$ cat src/design/lbias_pkg.sv
// Package: register map, reset values, field positions and timing for the display bias bank
package lbias_pkg;
  // Register offsets
  localparam logic [7:0] POS_LEVEL_OFS = 8'h00;
  localparam logic [7:0] NEG_LEVEL_OFS = 8'h01;
  localparam logic [7:0] CTRL_OFS = 8'h03;
  // Values after reset
  localparam logic [7:0] POS_LEVEL_RST = 8'h0a;
  localparam logic [7:0] NEG_LEVEL_RST = 8'h0a;
  localparam logic [7:0] CTRL_RST = 8'h43;
  // Field layout
  localparam int LEVEL_W = 5;
  localparam logic [4:0] LEVEL_MAX = 5'h14;
  localparam logic [7:0] LEVEL_MASK = 8'h1f;
  localparam logic [7:0] CTRL_MASK = 8'h43;
  localparam int POS_DIS_BIT = 1;
  localparam int NEG_DIS_BIT = 0;
  localparam int PROFILE_BIT = 6;
  // Serial link
  localparam logic [6:0] SLAVE_ADDR_DEF = 7'h73;
  localparam int SYNC_W = 5;
  // Timing, times in ns at the system clock rate
  localparam int CLK_PERIOD_NS = 10;
  localparam int SHDN_DELAY_NS = 375000;
  localparam int DISCH_TIME_NS = 20000000;
  localparam int SHDN_CYC = (SHDN_DELAY_NS + CLK_PERIOD_NS - 1) / CLK_PERIOD_NS;
  localparam int DISCH_CYC = DISCH_TIME_NS / CLK_PERIOD_NS;

  // Settings seen by the analog side
  typedef struct packed {
    logic [4:0] pos_level;
    logic [4:0] neg_level;
    logic positive_discharge_select;
    logic negative_discharge_select;
    logic application_profile_select;
  } lbias_cfg_t;

  // State of one rail
  typedef struct packed {
    logic rail_on;
    logic discharge;
  } lbias_rail_t;
endpackage : lbias_pkg

$ cat src/design/lbias_rail_seq.sv
// Power-on, shutdown delay and discharge sequencing for one output rail
`timescale 1ns/1ps
module lbias_rail_seq #(
  parameter int SHDN_CYC = lbias_pkg::SHDN_CYC,
  parameter int DISCH_CYC = lbias_pkg::DISCH_CYC
) (
  input wire logic sys_clk,
  input wire logic reset_n,
  input wire logic enable,
  input wire logic uvlo,
  input wire logic discharge_en,
  output lbias_pkg::lbias_rail_t rail
);
  localparam int MAXC = (SHDN_CYC > DISCH_CYC) ? SHDN_CYC : DISCH_CYC;
  localparam int CW = $clog2(MAXC + 2);
  localparam logic [CW-1:0] SHDN_LIM = CW'(SHDN_CYC);
  localparam logic [CW-1:0] DISCH_LIM = CW'(DISCH_CYC);

  typedef enum logic [1:0] {
    LBIAS_OFF = 2'b00,
    LBIAS_ON = 2'b01,
    LBIAS_WAIT = 2'b11,
    LBIAS_DISCH = 2'b10
  } lbias_seq_t;

  lbias_seq_t state;
  lbias_seq_t next_state;
  logic [CW-1:0] cnt;
  logic shut;

  // Power off once enable stays low beyond the delay, or at once on lockout
  always_comb begin
    next_state = state;
    shut = 1'b0;
    case (state)
      LBIAS_OFF: begin
        if (enable && !uvlo) next_state = LBIAS_ON;
      end
      LBIAS_ON: begin
        if (uvlo) shut = 1'b1;
        else if (!enable) next_state = LBIAS_WAIT;
      end
      LBIAS_WAIT: begin
        if (uvlo) shut = 1'b1;
        else if (enable) next_state = LBIAS_ON;
        else if (cnt > SHDN_LIM) shut = 1'b1;
      end
      LBIAS_DISCH: begin
        if (cnt >= DISCH_LIM) next_state = LBIAS_OFF;
      end
      default: next_state = LBIAS_OFF;
    endcase
    if (shut) next_state = discharge_en ? LBIAS_DISCH : LBIAS_OFF;
  end

  // State register
  always_ff @(posedge sys_clk) begin
    if (!reset_n) state <= LBIAS_OFF;
    else state <= next_state;
  end

  // Cycle counter, loaded with one on every state change
  always_ff @(posedge sys_clk) begin
    if (!reset_n) cnt <= '0;
    else if (next_state != state) cnt <= CW'(1);
    else if (state == LBIAS_WAIT || state == LBIAS_DISCH) cnt <= cnt + CW'(1);
    else cnt <= '0;
  end

  // Registered rail controls
  always_ff @(posedge sys_clk) begin
    if (!reset_n) begin
      rail <= '0;
    end else begin
      rail.rail_on <= (next_state == LBIAS_ON) || (next_state == LBIAS_WAIT);
      rail.discharge <= (next_state == LBIAS_DISCH);
    end
  end
endmodule : lbias_rail_seq

$ cat src/design/lbias_regs.sv
// Display bias configuration bank with serial-link slave and rail sequencing
`timescale 1ns/1ps
module lbias_regs #(
  parameter logic [6:0] SLAVE_ADDR = lbias_pkg::SLAVE_ADDR_DEF,
  parameter int SHDN_CYC = lbias_pkg::SHDN_CYC,
  parameter int DISCH_CYC = lbias_pkg::DISCH_CYC
) (
  input wire logic sys_clk,
  input wire logic reset_n,
  input wire logic scl_in,
  input wire logic sda_in,
  output logic sda_out,
  output logic sda_oe,
  input wire logic pos_enable,
  input wire logic neg_enable,
  input wire logic uvlo,
  output lbias_pkg::lbias_cfg_t cfg,
  output lbias_pkg::lbias_rail_t pos_rail,
  output lbias_pkg::lbias_rail_t neg_rail
);
  typedef enum logic [3:0] {
    LBIAS_IDLE = 4'b0000,
    LBIAS_ADDR = 4'b0001,
    LBIAS_ADDR_ACK = 4'b0011,
    LBIAS_PTR = 4'b0010,
    LBIAS_PTR_ACK = 4'b0110,
    LBIAS_WDAT = 4'b0111,
    LBIAS_WDAT_ACK = 4'b0101,
    LBIAS_RDAT = 4'b0100,
    LBIAS_RDAT_ACK = 4'b1100
  } lbias_bus_t;

  logic [lbias_pkg::SYNC_W-1:0] sync_a;
  logic [lbias_pkg::SYNC_W-1:0] sync_b;
  logic [lbias_pkg::SYNC_W-1:0] pins;
  logic scl_d;
  logic sda_d;
  logic scl_rise;
  logic scl_fall;
  logic start_det;
  logic stop_det;
  lbias_bus_t st;
  logic [3:0] bitcnt;
  logic [7:0] shreg;
  logic [7:0] txreg;
  logic [7:0] ptr;
  logic rw;
  logic nack;
  logic wr_en;
  logic [7:0] pos_reg;
  logic [7:0] neg_reg;
  logic [7:0] ctrl_reg;
  logic [7:0] rd_data;
  logic [7:0] next_tx;

  assign pins = {uvlo, neg_enable, pos_enable, sda_in, scl_in};

  // Two-flop synchronisers for every pin input
  genvar gi;
  generate
    for (gi = 0; gi < lbias_pkg::SYNC_W; gi++) begin : g_sync
      always_ff @(posedge sys_clk) begin
        if (!reset_n) begin
          sync_a[gi] <= 1'b1;
          sync_b[gi] <= 1'b1;
        end else begin
          sync_a[gi] <= pins[gi];
          sync_b[gi] <= sync_a[gi];
        end
      end
    end
  endgenerate

  // Delayed copies for edge detection
  always_ff @(posedge sys_clk) begin
    if (!reset_n) begin
      scl_d <= 1'b1;
      sda_d <= 1'b1;
    end else begin
      scl_d <= sync_b[0];
      sda_d <= sync_b[1];
    end
  end

  // Line events
  assign scl_rise = sync_b[0] && !scl_d;
  assign scl_fall = !sync_b[0] && scl_d;
  assign start_det = sync_b[0] && scl_d && sda_d && !sync_b[1];
  assign stop_det = sync_b[0] && scl_d && !sda_d && sync_b[1];
  assign wr_en = scl_fall && (st == LBIAS_WDAT) && (bitcnt == 4'h8);

  // Read mux, reserved bits and unmapped offsets read as zero
  always_comb begin
    case (ptr)
      lbias_pkg::POS_LEVEL_OFS: rd_data = pos_reg;
      lbias_pkg::NEG_LEVEL_OFS: rd_data = neg_reg;
      lbias_pkg::CTRL_OFS: rd_data = ctrl_reg;
      default: rd_data = 8'h00;
    endcase
  end

  assign next_tx = {txreg[6:0], 1'b0};

  // Serial slave: address, pointer, write bytes, read bytes
  always_ff @(posedge sys_clk) begin
    if (!reset_n) begin
      st <= LBIAS_IDLE;
      bitcnt <= 4'h0;
      shreg <= 8'h00;
      txreg <= 8'h00;
      ptr <= 8'h00;
      rw <= 1'b0;
      nack <= 1'b0;
      sda_oe <= 1'b0;
    end else if (start_det) begin
      st <= LBIAS_ADDR;
      bitcnt <= 4'h0;
      sda_oe <= 1'b0;
    end else if (stop_det) begin
      st <= LBIAS_IDLE;
      sda_oe <= 1'b0;
    end else if (scl_rise) begin
      if (st == LBIAS_ADDR || st == LBIAS_PTR || st == LBIAS_WDAT) begin
        shreg <= {shreg[6:0], sync_b[1]};
        bitcnt <= bitcnt + 4'h1;
      end else if (st == LBIAS_RDAT) begin
        bitcnt <= bitcnt + 4'h1;
      end else if (st == LBIAS_RDAT_ACK) begin
        nack <= sync_b[1];
      end
    end else if (scl_fall) begin
      case (st)
        LBIAS_ADDR: begin
          if (bitcnt == 4'h8) begin
            bitcnt <= 4'h0;
            rw <= shreg[0];
            if (shreg[7:1] == SLAVE_ADDR) begin
              st <= LBIAS_ADDR_ACK;
              sda_oe <= 1'b1;
            end else begin
              st <= LBIAS_IDLE;
            end
          end
        end
        LBIAS_ADDR_ACK: begin
          if (rw) begin
            st <= LBIAS_RDAT;
            txreg <= rd_data;
            sda_oe <= !rd_data[7];
          end else begin
            st <= LBIAS_PTR;
            sda_oe <= 1'b0;
          end
        end
        LBIAS_PTR: begin
          if (bitcnt == 4'h8) begin
            ptr <= shreg;
            bitcnt <= 4'h0;
            st <= LBIAS_PTR_ACK;
            sda_oe <= 1'b1;
          end
        end
        LBIAS_WDAT: begin
          if (bitcnt == 4'h8) begin
            ptr <= ptr + 8'h01;
            bitcnt <= 4'h0;
            st <= LBIAS_WDAT_ACK;
            sda_oe <= 1'b1;
          end
        end
        LBIAS_PTR_ACK, LBIAS_WDAT_ACK: begin
          st <= LBIAS_WDAT;
          sda_oe <= 1'b0;
        end
        LBIAS_RDAT: begin
          if (bitcnt == 4'h8) begin
            ptr <= ptr + 8'h01;
            bitcnt <= 4'h0;
            st <= LBIAS_RDAT_ACK;
            sda_oe <= 1'b0;
          end else begin
            txreg <= next_tx;
            sda_oe <= !next_tx[7];
          end
        end
        LBIAS_RDAT_ACK: begin
          if (nack) begin
            st <= LBIAS_IDLE;
            sda_oe <= 1'b0;
          end else begin
            st <= LBIAS_RDAT;
            txreg <= rd_data;
            sda_oe <= !rd_data[7];
          end
        end
        default: begin
          st <= LBIAS_IDLE;
          sda_oe <= 1'b0;
        end
      endcase
    end
  end

  // Open-drain data line only ever pulls low
  always_ff @(posedge sys_clk) begin
    sda_out <= 1'b0;
  end

  // Register bank, reserved bits dropped on write
  always_ff @(posedge sys_clk) begin
    if (!reset_n) begin
      pos_reg <= lbias_pkg::POS_LEVEL_RST;
      neg_reg <= lbias_pkg::NEG_LEVEL_RST;
      ctrl_reg <= lbias_pkg::CTRL_RST;
    end else if (wr_en) begin
      case (ptr)
        lbias_pkg::POS_LEVEL_OFS: pos_reg <= shreg & lbias_pkg::LEVEL_MASK;
        lbias_pkg::NEG_LEVEL_OFS: neg_reg <= shreg & lbias_pkg::LEVEL_MASK;
        lbias_pkg::CTRL_OFS: ctrl_reg <= shreg & lbias_pkg::CTRL_MASK;
        default: ctrl_reg <= ctrl_reg;
      endcase
    end
  end

  // Settings to the analog side, codes above the top step held at 6 V
  always_ff @(posedge sys_clk) begin
    if (!reset_n) begin
      cfg <= '0;
    end else begin
      cfg.pos_level <= (pos_reg[4:0] > lbias_pkg::LEVEL_MAX) ? lbias_pkg::LEVEL_MAX : pos_reg[4:0];
      cfg.neg_level <= (neg_reg[4:0] > lbias_pkg::LEVEL_MAX) ? lbias_pkg::LEVEL_MAX : neg_reg[4:0];
      cfg.positive_discharge_select <= ctrl_reg[lbias_pkg::POS_DIS_BIT];
      cfg.negative_discharge_select <= ctrl_reg[lbias_pkg::NEG_DIS_BIT];
      cfg.application_profile_select <= ctrl_reg[lbias_pkg::PROFILE_BIT];
    end
  end

  // Per-rail sequencers
  lbias_rail_seq #(
    .SHDN_CYC(SHDN_CYC),
    .DISCH_CYC(DISCH_CYC)
  ) u_pos_seq (
    .sys_clk(sys_clk),
    .reset_n(reset_n),
    .enable(sync_b[2]),
    .uvlo(sync_b[4]),
    .discharge_en(ctrl_reg[lbias_pkg::POS_DIS_BIT]),
    .rail(pos_rail)
  );

  lbias_rail_seq #(
    .SHDN_CYC(SHDN_CYC),
    .DISCH_CYC(DISCH_CYC)
  ) u_neg_seq (
    .sys_clk(sys_clk),
    .reset_n(reset_n),
    .enable(sync_b[3]),
    .uvlo(sync_b[4]),
    .discharge_en(ctrl_reg[lbias_pkg::NEG_DIS_BIT]),
    .rail(neg_rail)
  );
endmodule : lbias_regs

$ cat config.mk
export PLATFORM = sky130hd
export DESIGN_NAME = lbias_regs
export DESIGN_NICKNAME = d
export VERILOG_FILES = /design/src/design/lbias_pkg.sv /design/src/design/lbias_rail_seq.sv /design/src/design/lbias_regs.sv
export SDC_FILE = /design/constraint.sdc
export NUM_CORES = 1
export LEC_CHECK = 0
export BUFFER_PORTS_ARGS = -buffer_cell sky130_fd_sc_hd__buf_2
export CAP_MARGIN = 15
export CORE_MARGIN = 4
export CORE_UTILIZATION = 55
export CTS_CLUSTER_SIZE = 14
export DETAILED_ROUTE_END_ITERATION = 10
export PLACE_DENSITY = 0.72
export SYNTH_ARGS = -nofsm -noshare
export SYNTH_HDL_FRONTEND = slang
export SYNTH_SLANG_ARGS = --single-unit
$ cat constraint.sdc
create_clock -name sys_clk -period 4.15 [get_ports sys_clk]
set_input_delay 0.83 -clock sys_clk [delete_from_list [all_inputs] [get_ports sys_clk]]
set_output_delay 0.83 -clock sys_clk [all_outputs]
set_load 0.03 [all_outputs]
==> run metrics, run 1 <==
outcome=finished, final reports clean; Power Dens Cells=between 400 and 500 nW/um^2; GPL Wtd Cong=approximately 0.87; Crit Reg-Reg Startpoint=st[1]; H-tree levels=4; vias in the first global route=4357; hold path startpoint=sync_a[3]; R2R cell count=5; CP max stage cell=nor4_2; hold path depth=1; # resized after CTS=0; synth warn=0; terminus of the critical flop-to-flop path=neg_reg[1]; Post-synth top flop=dfxtp_1; final net count=711; Critical Path Max Stage Delay=950 ps; Layout Skew=4.89 ps; Synth Register Bits=120; DRC violations left=0; max cap viols=0; Crit. End Element=flop; Antenna diodes=0; count of final hold-check violations=0; simple-gate share of the synthesized area=between 20% and 30%; clk_lat worst skew=520 ps; layout cells sized above 1=12.5%; sequential area share after synthesis=41.6%; Worst setup SP type=flop; most prevalent standard cell on the critical path=nand2_1; number of core rows=37; GRT busiest layer=met2; sequential cell area=2400 um^2; Multi-input gate area=between 3000 and 4000 um^2; Final Power=2.90 mW; unrepaired setup endpoints after global routing=false; Post-synth EDFFs=0; die height=110 um; P_sw=0.579 mW; Pint=2.32 mW; Critical Path RT=4540 ps; Crit path max-delay family=simple AND/OR/NAND/NOR gates; CP cell instances=nand4b_1, nor4_2, nand2_1, nand2_1, nand3_1; GR Layer Usage met2=32.6%; Pleak=2.37 nW; grt total ovfl=0; Post-CTS Hold Buffers=0; Sw Share=20.0%; Post-CTS Setup Repair Bufs=0; final core occ=64.3%; Ports=26; final WL=around 12000 um; combinational group share of total power=2.6%; fin. max-slew vios=0; clock root buffer=clkbuf_8; clock input transition at the sequential cells of the worst setup and hold paths=60 ps; Post-DP Area=5930 um^2; most frequent cells in the layout=120 x dfxtp_1, 75 x nor2_1, 65 x nand2_1; Worst-Margin Slew=approximately 1100 ps; post-synthesis cell count=679; XOR/XNOR share of the synthesized area=6.61%; Inserted Clock Buffers=17; distinct cell type count after synthesis=71; M3 GR Usage=5.04%; First-pass DRT Iterations=5; maximum fanout along the worst path=15; number of port buffers=24; relative slew slack=about 25%; Sum Neg Setup Slack=0 ps; Clock power frac=56.7%; class of the worst hold path=flop to flop; largest net degree at the start of global routing=39; Post-synth ARST share=0%; total track usage=between 10% and 20%; design area=6610 um^2; post-route ant nets=0; Synth Area in Adders=2.82%; mux cell area share after synthesis=3.16%; Vias/cell=5.66; GR Util met1=25.3%; routed via count=4757; first-pass GRT wire length=20400 um; main combinational cell family by area after synthesis=simple AND/OR/NAND/NOR gates; effective utilization at floorplan=a little under three fifths; post-route minimum period=between 2000 and 3000 ps; sequential power share=around two fifths; FMAX=387 MHz; period utilisation layout=a little over 60%; CTS sink cnt=120; CTS max path bufs=2; initial antenna violation count=0; area growth from synthesis to layout=14.4%; worst path arrival time=2970 ps; drt wl/cell=between 10 and 15 um; Largest regs=u_neg_seq.cnt (21), u_pos_seq.cnt (21), cfg (13); FILL cells=872; Starting DRT DRC Count=416; CTS tree=yes; R2R Setup Slk=~1600 ps; Die Wd=110 um; IR drop worst, VDD=0.000293 V; Syn Nets=approximately 700; DP Wirelength=8150 um; kind of critical path=flop to flop; compound-cell area share of the yosys netlist=13.2%; final setup vio count=0; syn_area_per_cell=8.51 um^2; Die Area=~12000 um^2; Buf+Inv Stages, Crit Path=0; commonest non-fill, non-tap cell in the layout=dfxtp_1; hold endpoint=sync_b[3]; Core ar.=between 10000 and 15000 um^2; Syn Std Cell Area=5780 um^2
[worst reg2reg max path, cell delays in order (launching register included)]
cell      delay [ps]
dfxtp_1          660
nand4b_1         310
nor4_2           950
nand2_1          300
nand2_1          140
nand3_1           80
[synthesized netlist by cell type, types with 3 or more instances]
library cell / count / area share [%]
nor2_2: 10 / 1.1
clkbuf_1: 26 / 1.7
inv_1: 27 / 1.8
and4_1: 4 / 0.61
mux2i_1: 16 / 2.8
buf_2: 3 / 0.26
xor2_1: 17 / 2.6
o21a_1: 5 / 0.65
nand3b_1: 4 / 0.52
and3b_1: 3 / 0.45
ha_1: 13 / 2.8
nand2_1: 65 / 4.2
a21boi_0: 3 / 0.39
a21o_1: 8 / 1.0
and3_1: 13 / 1.4
xnor2_1: 24 / 3.6
nand3_1: 44 / 3.8
dfxtp_1: 120 / 42
nor3b_1: 3 / 0.39
o31ai_1: 5 / 0.65
nand4_1: 10 / 1.1
or3_1: 9 / 0.97
and2_1: 4 / 0.43
or2_2: 5 / 0.54
nor2b_1: 10 / 1.1
nand2b_1: 14 / 1.5
nor2_1: 75 / 4.9
buf_4: 3 / 0.39
a22oi_1: 4 / 0.52
nor3_1: 17 / 1.5
a21oi_1: 29 / 2.5
o21ai_0: 26 / 2.3
a211oi_1: 7 / 0.91
nand4b_1: 3 / 0.45
or4_1: 4 / 0.52
nor4_1: 3 / 0.32
[worst max path at each step]
stage	to	slack (ps)	cells after the start	from
floorplan	u_neg_seq.cnt[11]	2040	6	reset_n
global placement	neg_reg[3]	1660	5	st[1]
detailed placement	neg_reg[1]	1640	5	st[1]
CTS	shreg[6]	1560	5	st[1]
global route	neg_reg[1]	1350	5	st[1]
finish	neg_reg[1]	1560	5	st[1]
[power groups by stage]
stage / Sequential (mW) / Combinational (mW) / Clock [mW]
floorplan: 1.21 / 0.0500 / 0
global placement: 1.20 / 0.0741 / 0
detailed placement: 1.20 / 0.0753 / 0
CTS: 1.18 / 0.0759 / 1.66
global route: 1.18 / 0.0830 / 1.72
finish: 1.18 / 0.0757 / 1.64
[through the flow]
| step | instances | hold WS [ps] | worst slack, ps |
|---|---|---|---|
| floorplan | 679 | 386 | 2040 |
| global placement | 807 | 394 | 1660 |
| detailed placement | 807 | 400 | 1640 |
| CTS | 839 | 411 | 1560 |
| global route | 840 | 420 | 1350 |
| finish | 840 | 406 | 1560 |
[per-layer routing]
layer / part of all wire (%) / vias to the layer above
li1: - / 2387
met1: 45 / 2254
met2: 49 / 95
met3: 4.5 / 21
met4: 1.6 / 0
met5: 0 / -
[area by class of cell]
type                    count  share of cell area (%)
clock buffers              20                    6.74
well taps                 136                    2.57
flip-flops and latches    120                    36.3
multi-input cells         497                    47.2
repair buffers             28                    2.27
inverters                  27                    1.53
clock inverters            12                    3.35
[cells by family (layout without fill, tap and decap cells)]
family          Yosys count  count (layout)
mux                      18              18
xor+xnor                 42              42
other cells               1               1
compound gates          113             113
flops                   120             120
fa+ha+maj                13              13
buf+inv                  62              87
simple gates            310             310
(Power assumes the default switching activity.)
==> run 2, diff against run 1 <==
Settings changed: PLACE_DENSITY 0.72 to 0.75.
Clock period 4.15 ns to 2.35 ns, I/O delays scaled along.
==> run 2 against run 1 <==
Non-clock buffer count rose by 13. Highest routed layer unchanged. Via count rose by 1.0%. Critical path depth grew 1. Largest cell class unchanged. Count of clock-buffer cells in the layout is the same. Die area unchanged. Critical endpoint is now u_pos_seq.cnt[5]. Worst hold slack lost 270 ps. Wire length is 3.3% higher. Setup slack lost 1400 ps. Register-to-register slack worse by 1400 ps.
==> run metrics, run 2 (same netlist as run 1, synthesis figures left out) <==
Hold Slack=136 ps (-269 ps); H-tree levels=4 (unchanged); combinational group share of total power=2.7% (about the same); relative slew slack=43.1% (+18 points); sequential power share=40.5% (-0.2 points); largest net degree at the start of global routing=38 (-2.6%); Starting DRT DRC Count=309 (-26%); clock root buffer=clkbuf_8; Largest regs=u_neg_seq.cnt (21), u_pos_seq.cnt (21), cfg (13); GPL Wtd Cong=0.896 (+3.6%); Worst-Margin Slew=843 ps (-268 ps); worst path arrival time=2600 ps (-370 ps); DRC violations left=0 (unchanged); Crit. End Element=flop; vias in the first global route=4707 (+8.0%); grt total ovfl=0 (unchanged); design area=6720 um^2 (+1.6%); Clock power frac=56.8% (about the same); final net count=724 (+1.8%); post-route minimum period=2150 ps (-435 ps); Layout Skew=8.29 ps (+3.39 ps); period utilisation layout=91.6% (+29 points); IR drop worst, VDD=0.000514 V (+75%); commonest non-fill, non-tap cell in the layout=dfxtp_1; pre-CTS setup slack=113 ps (-1530 ps); CTS tree=yes; Critical Path RT=2800 ps (-1740 ps); fin. max-slew vios=0 (unchanged); P_sw=1.03 mW (+78%); layout cells sized above 1=14.1% (+1.6 points); final WL=12500 um (+3.3%); DP Wirelength=8290 um (+1.7%); Pint=4.10 mW (+77%); Sum Neg Setup Slack=0 ps (unchanged); # resized after CTS=0 (unchanged); initial antenna violation count=0 (unchanged); class of the worst hold path=input pin to flop; maximum fanout along the worst path=19 (+4); Pleak=2.46 nW (+3.4%); total track usage=21.0% (+1.0 points); Post-DP Area=6030 um^2 (+1.6%); Power Dens Cells=764 nW/um^2 (+74%); CTS sink cnt=120 (unchanged); Die Area=12200 um^2 (unchanged); Sw Share=20.1% (+0.14 points); number of core rows=37 (unchanged); most frequent cells in the layout=120 x dfxtp_1, 75 x nor2_1, 65 x nand2_1; CTS max path bufs=2 (unchanged); First-pass DRT Iterations=5 (unchanged); effective utilization at floorplan=56.2% (unchanged); FMAX=465 MHz (+20%); first-pass GRT wire length=21600 um (+6.2%); Vias/cell=5.63 (-0.53%); R2R Setup Slk=200 ps (-1360 ps); final core occ=65.4% (+1.1 points); max cap viols=0 (unchanged); clk_lat worst skew=520 ps (about the same); number of port buffers=24 (unchanged); die height=110 um (unchanged); Ports=26 (unchanged); Final Power=5.13 mW (+77%); Core ar.=10300 um^2 (unchanged); final worst slack=199 ps (-1360 ps); count of final hold-check violations=0 (unchanged); Antenna diodes=0 (unchanged); post-route insts no fill=853 (+1.5%); outcome=finished, final reports clean; Worst setup SP type=flop; routed via count=4805 (+1.0%); post-route ant nets=0 (unchanged); unrepaired setup endpoints after global routing=false; kind of critical path=flop to flop; clock input transition at the sequential cells of the worst setup and hold paths=60 ps (about the same); final setup vio count=0 (unchanged); drt wl/cell=14.7 um (+1.7%); area growth from synthesis to layout=16.3%; Die Wd=110 um (unchanged); dpl cells=820 (+1.6%); Inserted Clock Buffers=17 (unchanged)
==> run 2: cell count changes in the layout (fill, tap and decap cells not counted), sizes merged <==
cell,delta
buf,+13
clkinv,+1
clkinvlp,-2
inv,+1
==> run 2: worst paths after layout <==
check                                       from                to  depth (start not counted)
worst max-delay path            u_pos_seq.cnt[2]  u_pos_seq.cnt[5]                          6
worst min-delay path                      sda_in         sync_a[1]                          2
worst max register to register  u_pos_seq.cnt[2]  u_pos_seq.cnt[5]                          6
worst min register to register         sync_a[2]         sync_b[2]                          1
==> run 2: repair_timing <==
item	in CTS	in global routing
setup buffers	0	1
endpoints found under the setup margin	0	5
hold buffers	0	0
==> run 2: metal layers <==
metal	GRT usage, %	vias up	wire length, um
li1	-	2414	-
met1	26.1	2253	5560
met2	34.9	107	6110
met3	4.82	31	545
met4	9.20	0	316
met5	0	-	0
==> run 2: worst max-delay path: stages (launching register included) <==
cell	delay (ps)
dfxtp_1	410
or4bb_1	590
nor4_4	300
nor4b_4	360
o21ai_4	90
buf_12	190
nor2_1	140
==> run 2: power groups by stage <==
stage	sequential, mW	clock (mW)	combinational (mW)
final	2.08	2.91	0.141
after global routing	2.08	3.04	0.155
after CTS	2.08	2.94	0.139
after detailed placement	2.12	0	0.137
after global placement	2.12	0	0.136
after floorplan	2.13	0	0.0884
==> run 2: cell type report <==
class | count | area, um^2
flip-flops and latches | 120 | 2400
multi-input cells | 497 | 3120
repair buffers | 41 | 260
clock buffers | 20 | 445
fillers | 872 | 3560
clock inverters | 12 | 220
well taps | 136 | 170
inverters | 27 | 101
==> run 3, diff against run 2 <==
Settings changed: CORE_MARGIN 4 to 5, SYNTH_HIERARCHICAL set to 1.
==> run 3 against run 2 <==
Synthesized cell count is 2.2% higher. Final cell count is 0.70% higher. Maximum frequency is 0.31% lower. Register-to-register slack hardly changed. Count of clock-buffer cells in the layout is 1 higher. Critical path depth is 2 lower.
==> run metrics, run 3 <==
outcome=finished, final reports clean; top post-synthesis cells by area=dfxtp_1 39%, xnor2_1 3.2%, mux2i_1 3.2%; Pleak=2.47 nW (+0.40%); largest area contributor in the netlist=dfxtp_1; count of final hold-check violations=0 (unchanged); top-count cell post-synth=dfxtp_1; post-route minimum period=2160 ps (+6.63 ps); post-route insts no fill=859 (+0.70%); max cap viols=0 (unchanged); FMAX=463 MHz (-0.31%); IR drop worst, VDD=0.000810 V (+57%); Sum Neg Setup Slack=0 ps (unchanged); Crit Reg-Reg Startpoint=st[0]; sequential area share after synthesis=38.7% (-2.9 points); post-synthesis cell count=694 (+2.2%); total track usage=21.2% (+0.17 points); pre-CTS setup slack=233 ps (+119 ps); terminus of the critical flop-to-flop path=st[0]; Die Wd=116 um (+5.2%); number of port buffers=24 (unchanged); clock input transition at the sequential cells of the worst setup and hold paths=50 ps (about the same); final setup vio count=0 (unchanged); Power Dens Cells=695 nW/um^2 (-9.0%); CTS tree=yes; routed via count=5176 (+7.7%); effective utilization at floorplan=56.7% (+0.53 points); GR Layer Usage met2=34.9% (about the same); DRC violations left=0 (unchanged); Vias/cell=6.03 (+7.0%); die height=116 um (+5.2%); Die Area=13500 um^2 (+11%); fin. max-slew vios=0 (unchanged); Final Power=4.85 mW (-5.6%); Core ar.=10900 um^2 (+6.4%); most frequent cells in the layout=120 x dfxtp_1, 45 x nand2_1, 40 x nand3_1; clock root buffer=clkbuf_16; Layout Skew=6.04 ps (-2.25 ps); maximum fanout along the worst path=16 (-3); Post-synth ARST share=0% (unchanged); Ports=26 (unchanged); syn_area_per_cell=8.94 um^2 (+5.1%); final net count=728 (+0.55%); Post-CTS Hold Buffers=0 (unchanged); clk_lat worst skew=410 ps (-110 ps); commonest non-fill, non-tap cell in the layout=dfxtp_1; R2R Setup Slk=190 ps (about the same); Syn Std Cell Area=6200 um^2 (+7.4%); GPL Wtd Cong=0.921 (+2.8%); Antenna diodes=0 (unchanged); First-pass DRT Iterations=5 (unchanged); # resized after CTS=0 (unchanged); Post-CTS Setup Repair Bufs=0 (unchanged); H-tree levels=4 (unchanged); class of the worst hold path=input pin to flop; unrepaired setup endpoints after global routing=false; vias in the first global route=4857 (+3.2%); M3 GR Usage=5.96% (+1.1 points); Starting DRT DRC Count=368 (+19%); grt total ovfl=0 (unchanged); CP Capture Point=st[0]; Worst-Margin Slew=725 ps (-118 ps); layout cells sized above 1=18.5% (+4.4 points); Commonest cells post-synth=120 x dfxtp_1, 45 x nand2_1, 40 x nand3_1, 30 x nor2_1, 30 x o21ai_0; dpl cells=829 (+1.1%); initial antenna violation count=0 (unchanged); CTS sink cnt=120 (unchanged); Critical Path RT=2690 ps (-110 ps); area growth from synthesis to layout=12.4%; DP Wirelength=9580 um (+16%); Inserted Clock Buffers=17 (unchanged); FILL cells=907 (+4.0%); Largest regs=u_neg_seq/cnt (21), u_pos_seq/cnt (21), cfg (13); largest net degree at the start of global routing=33 (-13%); final worst slack=192 ps (-6.63 ps); worst path arrival time=2500 ps (-100 ps); period utilisation layout=91.8% (+0.28 points); final WL=13700 um (+9.4%); GRT busiest layer=met2; first-pass GRT wire length=23200 um (+7.2%); Post-synth EDFFs=0 (unchanged); post-route ant nets=0 (unchanged); Syn Nets=714 (+2.1%); number of core rows=38 (+2.7%); Post-synth top flop=dfxtp_1; drt wl/cell=16.0 um (+8.7%); synth warn=6 (+6); R2R cell count=4 (-2); Crit. End Element=flop; share of the synthesized area in the top cell type=38.7% (-2.9 points); distinct cell type count after synthesis=82 (+15%); Worst setup SP type=flop; relative slew slack=51.6% (+8.5 points); crit path from=st[0]; kind of critical path=flop to flop; CTS max path bufs=2 (unchanged); Synth Register Bits=120 (unchanged); GR Util met1=27.3% (+1.2 points)
==> run 3: cell count changes after synthesis, moves of 10 or more <==
cell | before | now
nor3_2 | 0 | 20
nor4_1 | 3 | 14
o31ai_1 | 5 | 15
nand2_1 | 65 | 45
nor2_1 | 75 | 30
==> run 3: kinds of logic after synthesis <==
group / share of synthesized area [%]
AO/OA/AOI/OAI: 15.6
XOR/XNOR: 6.29
adder cells (fa/ha/maj): 2.62
buffers and inverters: 5.36
other: 0.0604
AND/OR/NAND/NOR: 28.0
multiplexers: 3.41
flip-flops: 38.7
==> run 3: area by class of cell <==
class / count / area (um^2) / area share [%]
well taps: 140 / 175 / 2.51
clock inverters: 9 / 125 / 1.79
flip-flops and latches: 120 / 2400 / 34.4
repair buffers: 39 / 233 / 3.34
inverters: 29 / 109 / 1.56
multi-input cells: 501 / 3470 / 49.7
clock buffers: 21 / 460 / 6.60
==> run 3: power by group <==
group          total [mW]  switching [mW]  internal, mW
Sequential           2.08          0.0224          2.06
Clock                2.56           0.861          1.70
Combinational       0.202           0.136        0.0663
==> run 3: worst min-delay path by stage <==
stage	startpoint	endpoint	slack (ps)	cells past startpoint
4_1_cts	sda_in	sync_a[1]	230	2
5_1_grt	scl_in	sync_a[0]	240	2
3_5_place_dp	sync_a[2]	sync_b[2]	400	1
6_report	sda_in	sync_a[1]	240	2
2_1_floorplan	sync_a[0]	sync_b[0]	390	1
3_3_place_gp	sync_a[4]	sync_b[4]	400	1
==> run 3: critical path, stage by stage (launching register included) <==
cell      delay, ps
dfxtp_1         670
or4b_2          680
nor4_1          420
o211ai_1        160
mux2i_1         160
==> run 3: metrics by stage <==
stage                     hold slack [ps]  instance area, um^2  util (%)
after floorplan                       386                 6200         -
after global placement                396                 6390      58.4
after detailed placement              396                 6390      58.4
after CTS                             232                 6970      63.8
after global routing                  237                 6970      63.8
final                                 240                 6970      63.8
==> run 3: layer usage <==
metal	vias to the layer above	routed length, um
met5	-	0
met4	0	176
met3	19	604
met2	137	6780
met1	2474	6160
li1	2546	-
